### src/dscs_pkg.sv
// Constants, register map and state type of the double speed clock select
package dscs_pkg;

    // Register indices; byte address on the bus is four times the index
    localparam logic [7:0] DSCS_IDX_SPEED_MAIN   = 8'h8f;
    localparam logic [7:0] DSCS_IDX_SPEED_SERIAL = 8'h9f;
    localparam logic [7:0] DSCS_IDX_STATUS       = 8'h20;
    localparam int         DSCS_ADR_W            = 10;
    localparam int         DSCS_IDX_LSB          = 2;

    localparam logic [7:0] DSCS_RST_SPEED_MAIN   = 8'h00;
    localparam logic       DSCS_RST_SPEED_SERIAL = 1'b0;

    // Field positions of the main and serial speed select registers
    localparam int DSCS_BIT_CPU       = 0;
    localparam int DSCS_BIT_PERIPH_LO = 1;
    localparam int DSCS_BIT_PERIPH_HI = 7;
    localparam int DSCS_BIT_SPI       = 0;

    // Status register fields
    localparam int DSCS_ST_CPU_ACTIVE = 0;
    localparam int DSCS_ST_BOOT_DONE  = 1;

    // Peripheral enable order: timer0, timer1, timer2, serial, counter array, watchdog, CAN, SPI
    localparam int DSCS_NUM_PERIPH = 8;

    // Oscillator periods per cycle; one clk period is one oscillator period
    localparam int DSCS_PERIODS_STD  = 12;
    localparam int DSCS_PERIODS_FAST = 6;
    localparam logic [3:0] DSCS_PHASE_LAST = 4'(DSCS_PERIODS_STD - 1);
    localparam logic [3:0] DSCS_PHASE_MID  = 4'(DSCS_PERIODS_FAST - 1);
    localparam logic [3:0] DSCS_PHASE_ZERO = 4'h0;
    localparam logic [3:0] DSCS_PHASE_ONE  = 4'h1;

    // Edges after reset release before the synchronised boot option is valid
    localparam logic [1:0] DSCS_BOOT_WAIT = 2'h2;

    typedef struct packed {
        logic [7:0]                 speed_main;
        logic                       speed_spi;
        logic                       cpu_fast;
        logic [DSCS_NUM_PERIPH-1:0] periph_sel;
        logic [3:0]                 phase;
        logic                       boot_s1;
        logic                       boot_s2;
        logic [1:0]                 boot_cnt;
        logic                       boot_done;
        logic                       ack;
        logic [7:0]                 rdata;
        logic                       core_en;
        logic                       mcycle_en;
        logic [DSCS_NUM_PERIPH-1:0] periph_en;
    } dscs_state_t;

endpackage

### src/dscs_rate_en.sv
// Cycle enable for one clock consumer: a pulse every 6 or 12 oscillator periods
`timescale 1ns/1ps
module dscs_rate_en
    import dscs_pkg::*;
(
    input  wire logic [3:0] phase,
    input  wire logic       fast,
    output logic            en
);
    import dscs_pkg::*;

    // Both rates end on the shared phase count, so a rate change never cuts a cycle short
    always_comb begin
        if (fast) begin
            en = (phase == DSCS_PHASE_MID) || (phase == DSCS_PHASE_LAST);
        end else begin
            en = (phase == DSCS_PHASE_LAST);
        end
    end
endmodule

### src/dscs_clock_select.sv
// Double speed clock select: divider, mode switch, peripheral enables, Wishbone registers
//
// How it works
// - Double speed runs the core at six oscillator periods per machine cycle, not twelve.
// - A divide-by-two sits before the core phase generator; software may bypass it.
// - One CPU select bit switches core between twelve and six periods, both ways.
// - Reset returns to standard speed with divider active unless boot option programmed.
// - Setting the CPU select bit also speeds each peripheral whose own select bit is clear.
// - Timers, serial, counter array, watchdog, CAN go fast only with own bit clear.
// - CPU select change takes effect only at a rising edge of the divided clock.
// - Programmed boot option starts the device in double speed right after reset.
// - Peripheral select bits act only while the CPU select bit is set.
// - Clear peripheral bit gives six periods per peripheral cycle, set gives twelve.
//
// The implementer's own choice: the Wishbone interface to the registers.
`timescale 1ns/1ps
module dscs_clock_select
    import dscs_pkg::*;
(
    input  wire logic                    clk,
    input  wire logic                    nrst,
    input  wire logic                    boot_double_speed_option,
    input  wire logic                    wb_cyc_i,
    input  wire logic                    wb_stb_i,
    input  wire logic                    wb_we_i,
    input  wire logic [DSCS_ADR_W-1:0]   wb_adr_i,
    input  wire logic [3:0]              wb_sel_i,
    input  wire logic [31:0]             wb_dat_i,
    output logic      [31:0]             wb_dat_o,
    output logic                         wb_ack_o,
    output logic                         core_phase_en,
    output logic                         machine_cycle_en,
    output logic                         cpu_double_speed_active,
    output logic                         timer_zero_en,
    output logic                         timer_one_en,
    output logic                         timer_two_en,
    output logic                         serial_port_en,
    output logic                         counter_array_en,
    output logic                         watchdog_en,
    output logic                         can_en,
    output logic                         serial_peripheral_en
);
    import dscs_pkg::*;

    dscs_state_t                 cur_ff;
    dscs_state_t                 nxt_state;
    logic [DSCS_NUM_PERIPH:0]    fast_vec;
    logic [DSCS_NUM_PERIPH:0]    pulse_vec;
    logic [DSCS_NUM_PERIPH-1:0]  periph_sel_now;
    logic                        div2_rise;
    logic                        req;
    logic [7:0]                  idx;

    function automatic logic [3:0] dscs_phase_next(input logic [3:0] ph);
        dscs_phase_next = (ph == DSCS_PHASE_LAST) ? DSCS_PHASE_ZERO : ph + DSCS_PHASE_ONE;
    endfunction

    assign idx            = wb_adr_i[DSCS_ADR_W-1:DSCS_IDX_LSB];
    assign req            = wb_cyc_i && wb_stb_i && !cur_ff.ack && cur_ff.boot_done;
    assign periph_sel_now = {cur_ff.speed_spi,
                             cur_ff.speed_main[DSCS_BIT_PERIPH_HI:DSCS_BIT_PERIPH_LO]};
    // Divided clock rises when the phase count moves from even to odd
    assign div2_rise      = !cur_ff.phase[0];

    // Slot 0 is the core machine cycle; slots 1.. are the peripherals
    always_comb begin
        fast_vec[0] = cur_ff.cpu_fast;
        for (int i = 0; i < DSCS_NUM_PERIPH; i++) begin
            fast_vec[i+1] = cur_ff.cpu_fast && !cur_ff.periph_sel[i];
        end
    end

    genvar g;
    generate
        for (g = 0; g <= DSCS_NUM_PERIPH; g++) begin : g_rate
            dscs_rate_en u_rate (
                .phase (cur_ff.phase),
                .fast  (fast_vec[g]),
                .en    (pulse_vec[g])
            );
        end
    endgenerate

    always_comb begin
        nxt_state = cur_ff;

        // Oscillator period count shared by every consumer
        nxt_state.phase = dscs_phase_next(cur_ff.phase);

        // Boot option pin: two-stage synchroniser, caught once after reset release
        nxt_state.boot_s1 = boot_double_speed_option;
        nxt_state.boot_s2 = cur_ff.boot_s1;
        if (!cur_ff.boot_done) begin
            if (cur_ff.boot_cnt == DSCS_BOOT_WAIT) begin
                nxt_state.boot_done                  = 1'b1;
                nxt_state.speed_main[DSCS_BIT_CPU]   = cur_ff.boot_s2;
                nxt_state.cpu_fast                   = cur_ff.boot_s2;
            end else begin
                nxt_state.boot_cnt = cur_ff.boot_cnt + 2'h1;
            end
        end

        // Select bits reach the clock logic only on the divided clock rising edge
        if (cur_ff.boot_done && div2_rise) begin
            nxt_state.cpu_fast   = cur_ff.speed_main[DSCS_BIT_CPU];
            nxt_state.periph_sel = periph_sel_now;
        end

        // Wishbone slave: one wait state, ack for one cycle, unmapped reads zero
        nxt_state.ack   = req;
        nxt_state.rdata = 8'h00;
        if (req) begin
            case (idx)
                DSCS_IDX_SPEED_MAIN: begin
                    nxt_state.rdata = cur_ff.speed_main;
                    if (wb_we_i && wb_sel_i[0]) begin
                        nxt_state.speed_main = wb_dat_i[7:0];
                    end
                end
                DSCS_IDX_SPEED_SERIAL: begin
                    // Upper bits are not stored and read as zero
                    nxt_state.rdata[DSCS_BIT_SPI] = cur_ff.speed_spi;
                    if (wb_we_i && wb_sel_i[0]) begin
                        nxt_state.speed_spi = wb_dat_i[DSCS_BIT_SPI];
                    end
                end
                DSCS_IDX_STATUS: begin
                    nxt_state.rdata[DSCS_ST_CPU_ACTIVE] = cur_ff.cpu_fast;
                    nxt_state.rdata[DSCS_ST_BOOT_DONE]  = cur_ff.boot_done;
                end
                default: begin
                    nxt_state.rdata = 8'h00;
                end
            endcase
        end

        // Core phase clock: every period when bypassed, every other period otherwise
        nxt_state.core_en   = cur_ff.cpu_fast || cur_ff.phase[0];
        nxt_state.mcycle_en = pulse_vec[0];
        nxt_state.periph_en = pulse_vec[DSCS_NUM_PERIPH:1];
    end

    always_ff @(posedge clk) begin
        if (!nrst) begin
            cur_ff.speed_main <= DSCS_RST_SPEED_MAIN;
            cur_ff.speed_spi  <= DSCS_RST_SPEED_SERIAL;
            cur_ff.cpu_fast   <= 1'b0;
            cur_ff.periph_sel <= '0;
            cur_ff.phase      <= DSCS_PHASE_ZERO;
            cur_ff.boot_s1    <= 1'b0;
            cur_ff.boot_s2    <= 1'b0;
            cur_ff.boot_cnt   <= 2'h0;
            cur_ff.boot_done  <= 1'b0;
            cur_ff.ack        <= 1'b0;
            cur_ff.rdata      <= 8'h00;
            cur_ff.core_en    <= 1'b0;
            cur_ff.mcycle_en  <= 1'b0;
            cur_ff.periph_en  <= '0;
        end else begin
            cur_ff <= nxt_state;
        end
    end

    assign wb_ack_o                = cur_ff.ack;
    assign wb_dat_o                = {24'h00_0000, cur_ff.rdata};
    assign core_phase_en           = cur_ff.core_en;
    assign machine_cycle_en        = cur_ff.mcycle_en;
    assign cpu_double_speed_active = cur_ff.cpu_fast;
    assign timer_zero_en           = cur_ff.periph_en[0];
    assign timer_one_en            = cur_ff.periph_en[1];
    assign timer_two_en            = cur_ff.periph_en[2];
    assign serial_port_en          = cur_ff.periph_en[3];
    assign counter_array_en        = cur_ff.periph_en[4];
    assign watchdog_en             = cur_ff.periph_en[5];
    assign can_en                  = cur_ff.periph_en[6];
    assign serial_peripheral_en    = cur_ff.periph_en[7];
endmodule

### config.mk
export PLATFORM = sky130hd
export DESIGN_NAME = dscs_clock_select
export DESIGN_NICKNAME = d
export VERILOG_FILES = /design/src/dscs_pkg.sv /design/src/dscs_rate_en.sv /design/src/dscs_clock_select.sv
export SDC_FILE = /design/constraint.sdc
export NUM_CORES = 1
export LEC_CHECK = 0
export BUFFER_PORTS_ARGS = -buffer_cell sky130_fd_sc_hd__buf_2
export CELL_PAD_IN_SITES_DETAIL_PLACEMENT = 1
export CELL_PAD_IN_SITES_GLOBAL_PLACEMENT = 2
export CORE_MARGIN = 4
export CORE_UTILIZATION = 27
export DETAILED_ROUTE_END_ITERATION = 10
export GPL_TIMING_DRIVEN = 1
export PLACE_DENSITY_LB_ADDON = 0.15
export SYNTH_ARGS = -nofsm -noshare
export SYNTH_HDL_FRONTEND = slang
export SYNTH_SLANG_ARGS = --single-unit
### constraint.sdc
create_clock -name clk -period 2.45 [get_ports clk]
set_input_delay 0.3675 -clock clk [delete_from_list [all_inputs] [get_ports clk]]
set_output_delay 0.3675 -clock clk [all_outputs]
set_load 0.02 [all_outputs]
## Word-level counts from Yosys, hierarchy flattened

Index checks and enable logic that the tools add are counted.

| word-level totals | value |
|---|---|
| bits in registers | 46 |
| bits of input ports | 52 |
| output and inout port bits | 44 |
| word-level logic and storage cells | 84 |

| operators by class | value |
|---|---|
| add/subtract/negate cells | 2 |
| eq/ne operators | 7 |
| mux-type cells | 23 |
| bitwise logic cells | 3 |
| reductions and logical operators | 33 |

Operator list:

| operator | count |
|---|---|
| $mux 1 | 19 |
| $eq 8x8->1 const B | 2 |
| $logic_and 1x1->1 | 13 |
| $logic_not 1->1 | 10 |
| $mux 9 | 1 |
| $reduce_and 3->1 | 3 |
| $eq 8x6->1 const B | 1 |
| $reduce_and 2->1 | 3 |
| $add 4x1->4 const B | 1 |
| $eq 4x3->1 const B | 1 |
| $eq 4x4->1 const B | 1 |
| $not 1->1 | 3 |
| $pmux 1 s3 | 1 |
| $add 2x1->2 const B | 1 |
| $eq 2x2->1 const B | 1 |
| $logic_or 1x1->1 | 2 |
| $mux 2 | 1 |
| $ne 2x1->1 const B | 1 |
| $pmux 1 s2 | 1 |
| $reduce_bool 2->1 | 1 |
| $reduce_or 2->1 | 1 |

## Logic depth before layout (Yosys ltp)

| depth | value |
|---|---|
| depth in word-level cells | 6 |
| depth in mapped cells | 6 |
| mapped depth without buffers | 6 |

## Modules after synthesis

Synthesis repeated with hierarchy kept, for this count alone.

| unflattened totals | value |
|---|---|
| cell total of the unflattened synthesis | 238 |
| area, all modules | 2210.9 um2 |

By module, submodules not included:

| module | times used | cells an instance | area an instance (um2) | sequential area each (um2) |
|---|---|---|---|---|
| dscs_clock_select | 1 | 211 | 1974.4 | 920.9 |
| dscs_rate_en | 9 | 3 | 26.3 | 0.0 |

## Worst setup path before layout

No wires, ideal clock.

| timing path | value |
|---|---|
| path type | register to register |
| from | reg cur_ff (netlist bit wb_ack_o) |
| to | reg cur_ff[38] (netlist name) |
| setup time | 87 ps |
| data arrival time | 1342 ps |
| required time | 2363 ps |
| setup slack | 1021 ps |
| cell stages (with the launch flop) | 6 |
| buffers on the path | 1 |
| clock period less this slack | 1429 ps |
| path through | dfxtp_1 > nand4b_2 > nor4_4 > buf_6 > nand3_1 > o31ai_1 |

| between the ends | value |
|---|---|
| cells in the longest elaborated chain, start to end | 4 |

RTL lines:

| element | line | RTL |
|---|---|---|
| from (decl) | dscs_clock_select.sv:45 | `dscs_state_t cur_ff;` |
| from (signal assigned) | dscs_clock_select.sv:160 | `cur_ff <= nxt_state;` |
| $logic_not 1->1 | dscs_clock_select.sv:59 | `assign req = wb_cyc_i && wb_stb_i && !cur_ff.ack && cur_ff.boot_done;` |
| $logic_and 1x1->1 (2 in a row) | dscs_clock_select.sv:59 |  |
| $mux 2 | dscs_clock_select.sv:112 | `if (req) begin` |

Every way passes these cells.
A chain may end at the register's enable or synchronous reset.

## Final worst setup path

| timing path | value |
|---|---|
| from | reg cur_ff[24] (netlist name) |
| to | reg cur_ff (netlist bit can_en) |

| between the ends | value |
|---|---|
| cells in the longest elaborated chain, start to end | 3 |
| elaborated cells on any way between the ends | 4 |
| those cells by class | 2 x eq/ne; 1 x mux; 1 x reduce/logical |

RTL lines:

| element | line | RTL |
|---|---|---|
| $eq 4x3->1 / $eq 4x4->1 (equally long branches) | dscs_rate_en.sv:15, dscs_rate_en.sv:17 |  |
| $logic_or 1x1->1 | dscs_rate_en.sv:15 | `en = (phase == DSCS_PHASE_MID) \|\| (phase == DSCS_PHASE_LAST);` |
| $mux 1 * | dscs_rate_en.sv:14 | `if (fast) begin` |

Every way passes the cells marked *; elsewhere a longest branch is shown, timed or not.

==> flow_metrics.py <==
metrics = {
    "logic_synthesis": {
        "seq_area_frac_synth_pct": 48.6,
        "synth_top_area_share_pct": 48.6,
        "synth_area_um2": 1900,
        "synth_async_sr_flop_share_pct": 0,
        "synth_area_leaders": "dfxtp_1 (49%), buf_4 (13%), nand2_1 (6.1%)",
        "yosys-top-cells-count": "dfxtp_1 (46), buf_4 (32), nand2_1 (31), a21oi_1 (18), nor2_1 (14)",
        "synth_edf_count": 0,
        "synth_ff_type": "dfxtp_1",
        "yosys.cell_count.top_type": "dfxtp_1",
        "syn-instance-count": 208,
        "ys_ff_latch": 46,
        "synth.largest_area_cell": "dfxtp_1",
        "synthDistinctLibCells": 37,
        "yosysWarnings": 0,
        "avgSynthCellArea_um2": 9.11,
    },
    "drt": {
        "routedWlPerCell_um": 11.6,
        "vias": 1384,
        "drc_errors": 0,
        "postRouteWirelength_mm": 3.98,
        "antenna_left": 0,
        "drt_iter0_markers": 43,
        "vias_per_cell": 4.05,
        "firstDrtPassIters": 4,
    },
    "placed_design": {
        "placed_area_um2": 2060,
        "dp_cells": 334,
        "routabilityCongestion": 0.730,
        "numPortBuffers": 42,
        "place_hpwl_mm": 3.03,
    },
    "timing": {
        "hold_violations": 0,
        "finalSetupViolCount": 0,
        "hold_ws_ns": 0.273,
        "fin_crit_ns": 1.65,
        "setup_tns_ns": 0,
        "rsz0062_at_grt": "no",
        "fmax_mhz": 607,
        "finalCritPeriodShare_pct": 67.2,
        "worst_pin_slew_ns": 0.533,
        "maxSlewHeadroom_pct": 64.4,
        "slew_violations": 0,
        "finClkSkew_ns": 0.0112,
    },
    "clock_network": {
        "insertion_delay_ns": 0.30,
        "clkSlewWorstSetupHoldPaths_ns": 0.09,
        "cts_root_buf": "clkbuf_8",
        "clock-sinks": 46,
        "cts_htree_levels": 2,
        "numCtsBuffers": 5,
        "cts_tree": "done",
        "cts_resized": 0,
        "cts_max_path_buffers": 2,
        "postCtsHoldBufs": 0,
        "post-cts-setup-buffers": 0,
    },
    "flow_run": {
        "max_cap_viol_count": 0,
    },
    "power": {
        "power.leakage_nw": 0.978,
        "seq_power_share_pct": 53.6,
        "p_switching_mw": 0.423,
        "p_clk_share_pct": 33.0,
        "power.density_nw_per_um2": 698,
        "p_comb_share_pct": 13.4,
        "irDropWorstVdd_mv": 0.279,
        "sw_frac_of_total_pct": 28.0,
        "power_mw": 1.51,
        "p_int_mw": 1.08,
    },
    "global_routing": {
        "antenna_found_initial": 0,
        "grt_usage_pct": 9.82,
        "grt_first_pass_wirelength_mm": 6.48,
        "grt_max_degree": 23,
        "grt_overflow": 0,
        "grt_pass1_vias": 1363,
    },
    "worst_setup_path": {
        "crit_arrival_ns": 1.87,
        "crit_type": "reg2reg",
        "timing.critical_path.required_ns": 2.67,
        "rrSetupSlack_ns": 0.80,
        "r2r_end": "can_en",
        "startpoint_type": "flop",
        "r2r-start": "cur_ff[24]",
        "path_max_fanout": 10,
        "r2r_cells": 5,
        "cp-end-kind": "flop",
    },
    "finish": {
        "area_growth_pct": 13.9,
        "diodes": 0,
        "final_nets": 300,
        "multi_input_area_um2": 767,
        "stdcell_count": 342,
        "nFillCells": 824,
        "regArea_um2": 921,
        "drive_gt1_share_pct": 23.2,
        "finish.instance_area_um2": 2160,
    },
    "min_path": {
        "hold_path_class": "in2reg",
        "min_to": "cur_ff[23]",
        "min_from": "boot_double_speed_option",
        "hold_depth": 2,
    },
    "die": {
        "fp.coreArea_um2": 6790,
        "rows": 30,
        "dieArea_um2": 8430,
        "pin_count": 96,
        "start_util_pct": 27.9,
        "die_h_um": 91.8,
        "die_w_um": 91.8,
    },
    "outcome": {
        "status": "finished clean",
    },
}
[how the worst max path moves through the flow]
stage	startpoint	end
finish	cur_ff[24]	can_en
global placement	cur_ff[24]	can_en
global route	cur_ff[24]	can_en
detailed placement	cur_ff[24]	can_en
CTS	cur_ff[24]	can_en
floorplan	wb_ack_o	cur_ff[38]
[cells by family after synthesis]
kind of cell	Yosys count	synth area share, %
muxes	5	2.71
AOI/OAI and AO/OA	30	8.58
buffers and inverters	44	15.5
adders and majority gates	3	1.98
other	1	0.198
and+or+nand+nor	77	21.5
DFF	46	48.6
xor gates and xnor gates	2	0.924
[sequential cells by signal, summed over array words and instances (netlist names)]
signal / flops
cur_ff: 26
wb_dat_o: 8
can_en: 1
core_phase_en: 1
counter_array_en: 1
cpu_double_speed_active: 1
machine_cycle_en: 1
serial_peripheral_en: 1
serial_port_en: 1
timer_one_en: 1
timer_two_en: 1
timer_zero_en: 1
watchdog_en: 1
wb_ack_o: 1
[cell usage in the layout (no fill, tap or decap), types with 4 or more instances in the layout]
cell,instances
and2_1,8
nor2_1,14
buf_2,42
mux2i_1,4
nand2_1,31
inv_1,6
clkbuf_8,6
dfxtp_1,46
nand3_1,8
o21ai_0,7
a21oi_1,18
conb_1,24
[stage by stage]
stage	setup WS, ns	util [%]
after detailed placement	0.824	30.4
after global placement	0.788	30.4
after global routing	0.605	31.8
after floorplan	1.02	-
final	0.803	31.8
after CTS	0.794	31.8
[metal layers]
| metal | part of all wire (%) | global-route usage, % | vias to the layer above | wire length [um] |
|---|---|---|---|---|
| li1 | - | - | 704 | - |
| met1 | 47 | 12.0 | 633 | 1860 |
| met2 | 45 | 16.0 | 40 | 1780 |
| met3 | 6.4 | 2.71 | 7 | 255 |
| met4 | 1.9 | 4.46 | 0 | 76 |
| met5 | 0 | 0 | - | 0 |
[layout make-up]
cell class / instances / area share [%]
clock inverters: 1 / 0.406
repair buffers: 45 / 10.8
multi-input cells: 141 / 35.5
well taps: 96 / 5.57
inverters: 6 / 1.04
flip-flops and latches: 46 / 42.7
clock buffers: 7 / 4.00
[power by group through the flow]
stage / clock network, mW / logic, mW / registers [mW]
3_5_place_dp: 0 / 0.205 / 0.827
5_1_grt: 0.543 / 0.233 / 0.815
3_3_place_gp: 0 / 0.201 / 0.826
4_1_cts: 0.514 / 0.205 / 0.809
6_report: 0.498 / 0.202 / 0.808
2_1_floorplan: 0 / 0.173 / 0.825
[critical path, stage by stage (launching register included)]
cell and delay [ns]:
dfxtp_1 0.45, ha_1 0.24, nand3b_1 0.34, nand2_1 0.15, nand2_1 0.20, a21oi_1 0.19
No activity file was read; power rests on OpenSTA's default activity.
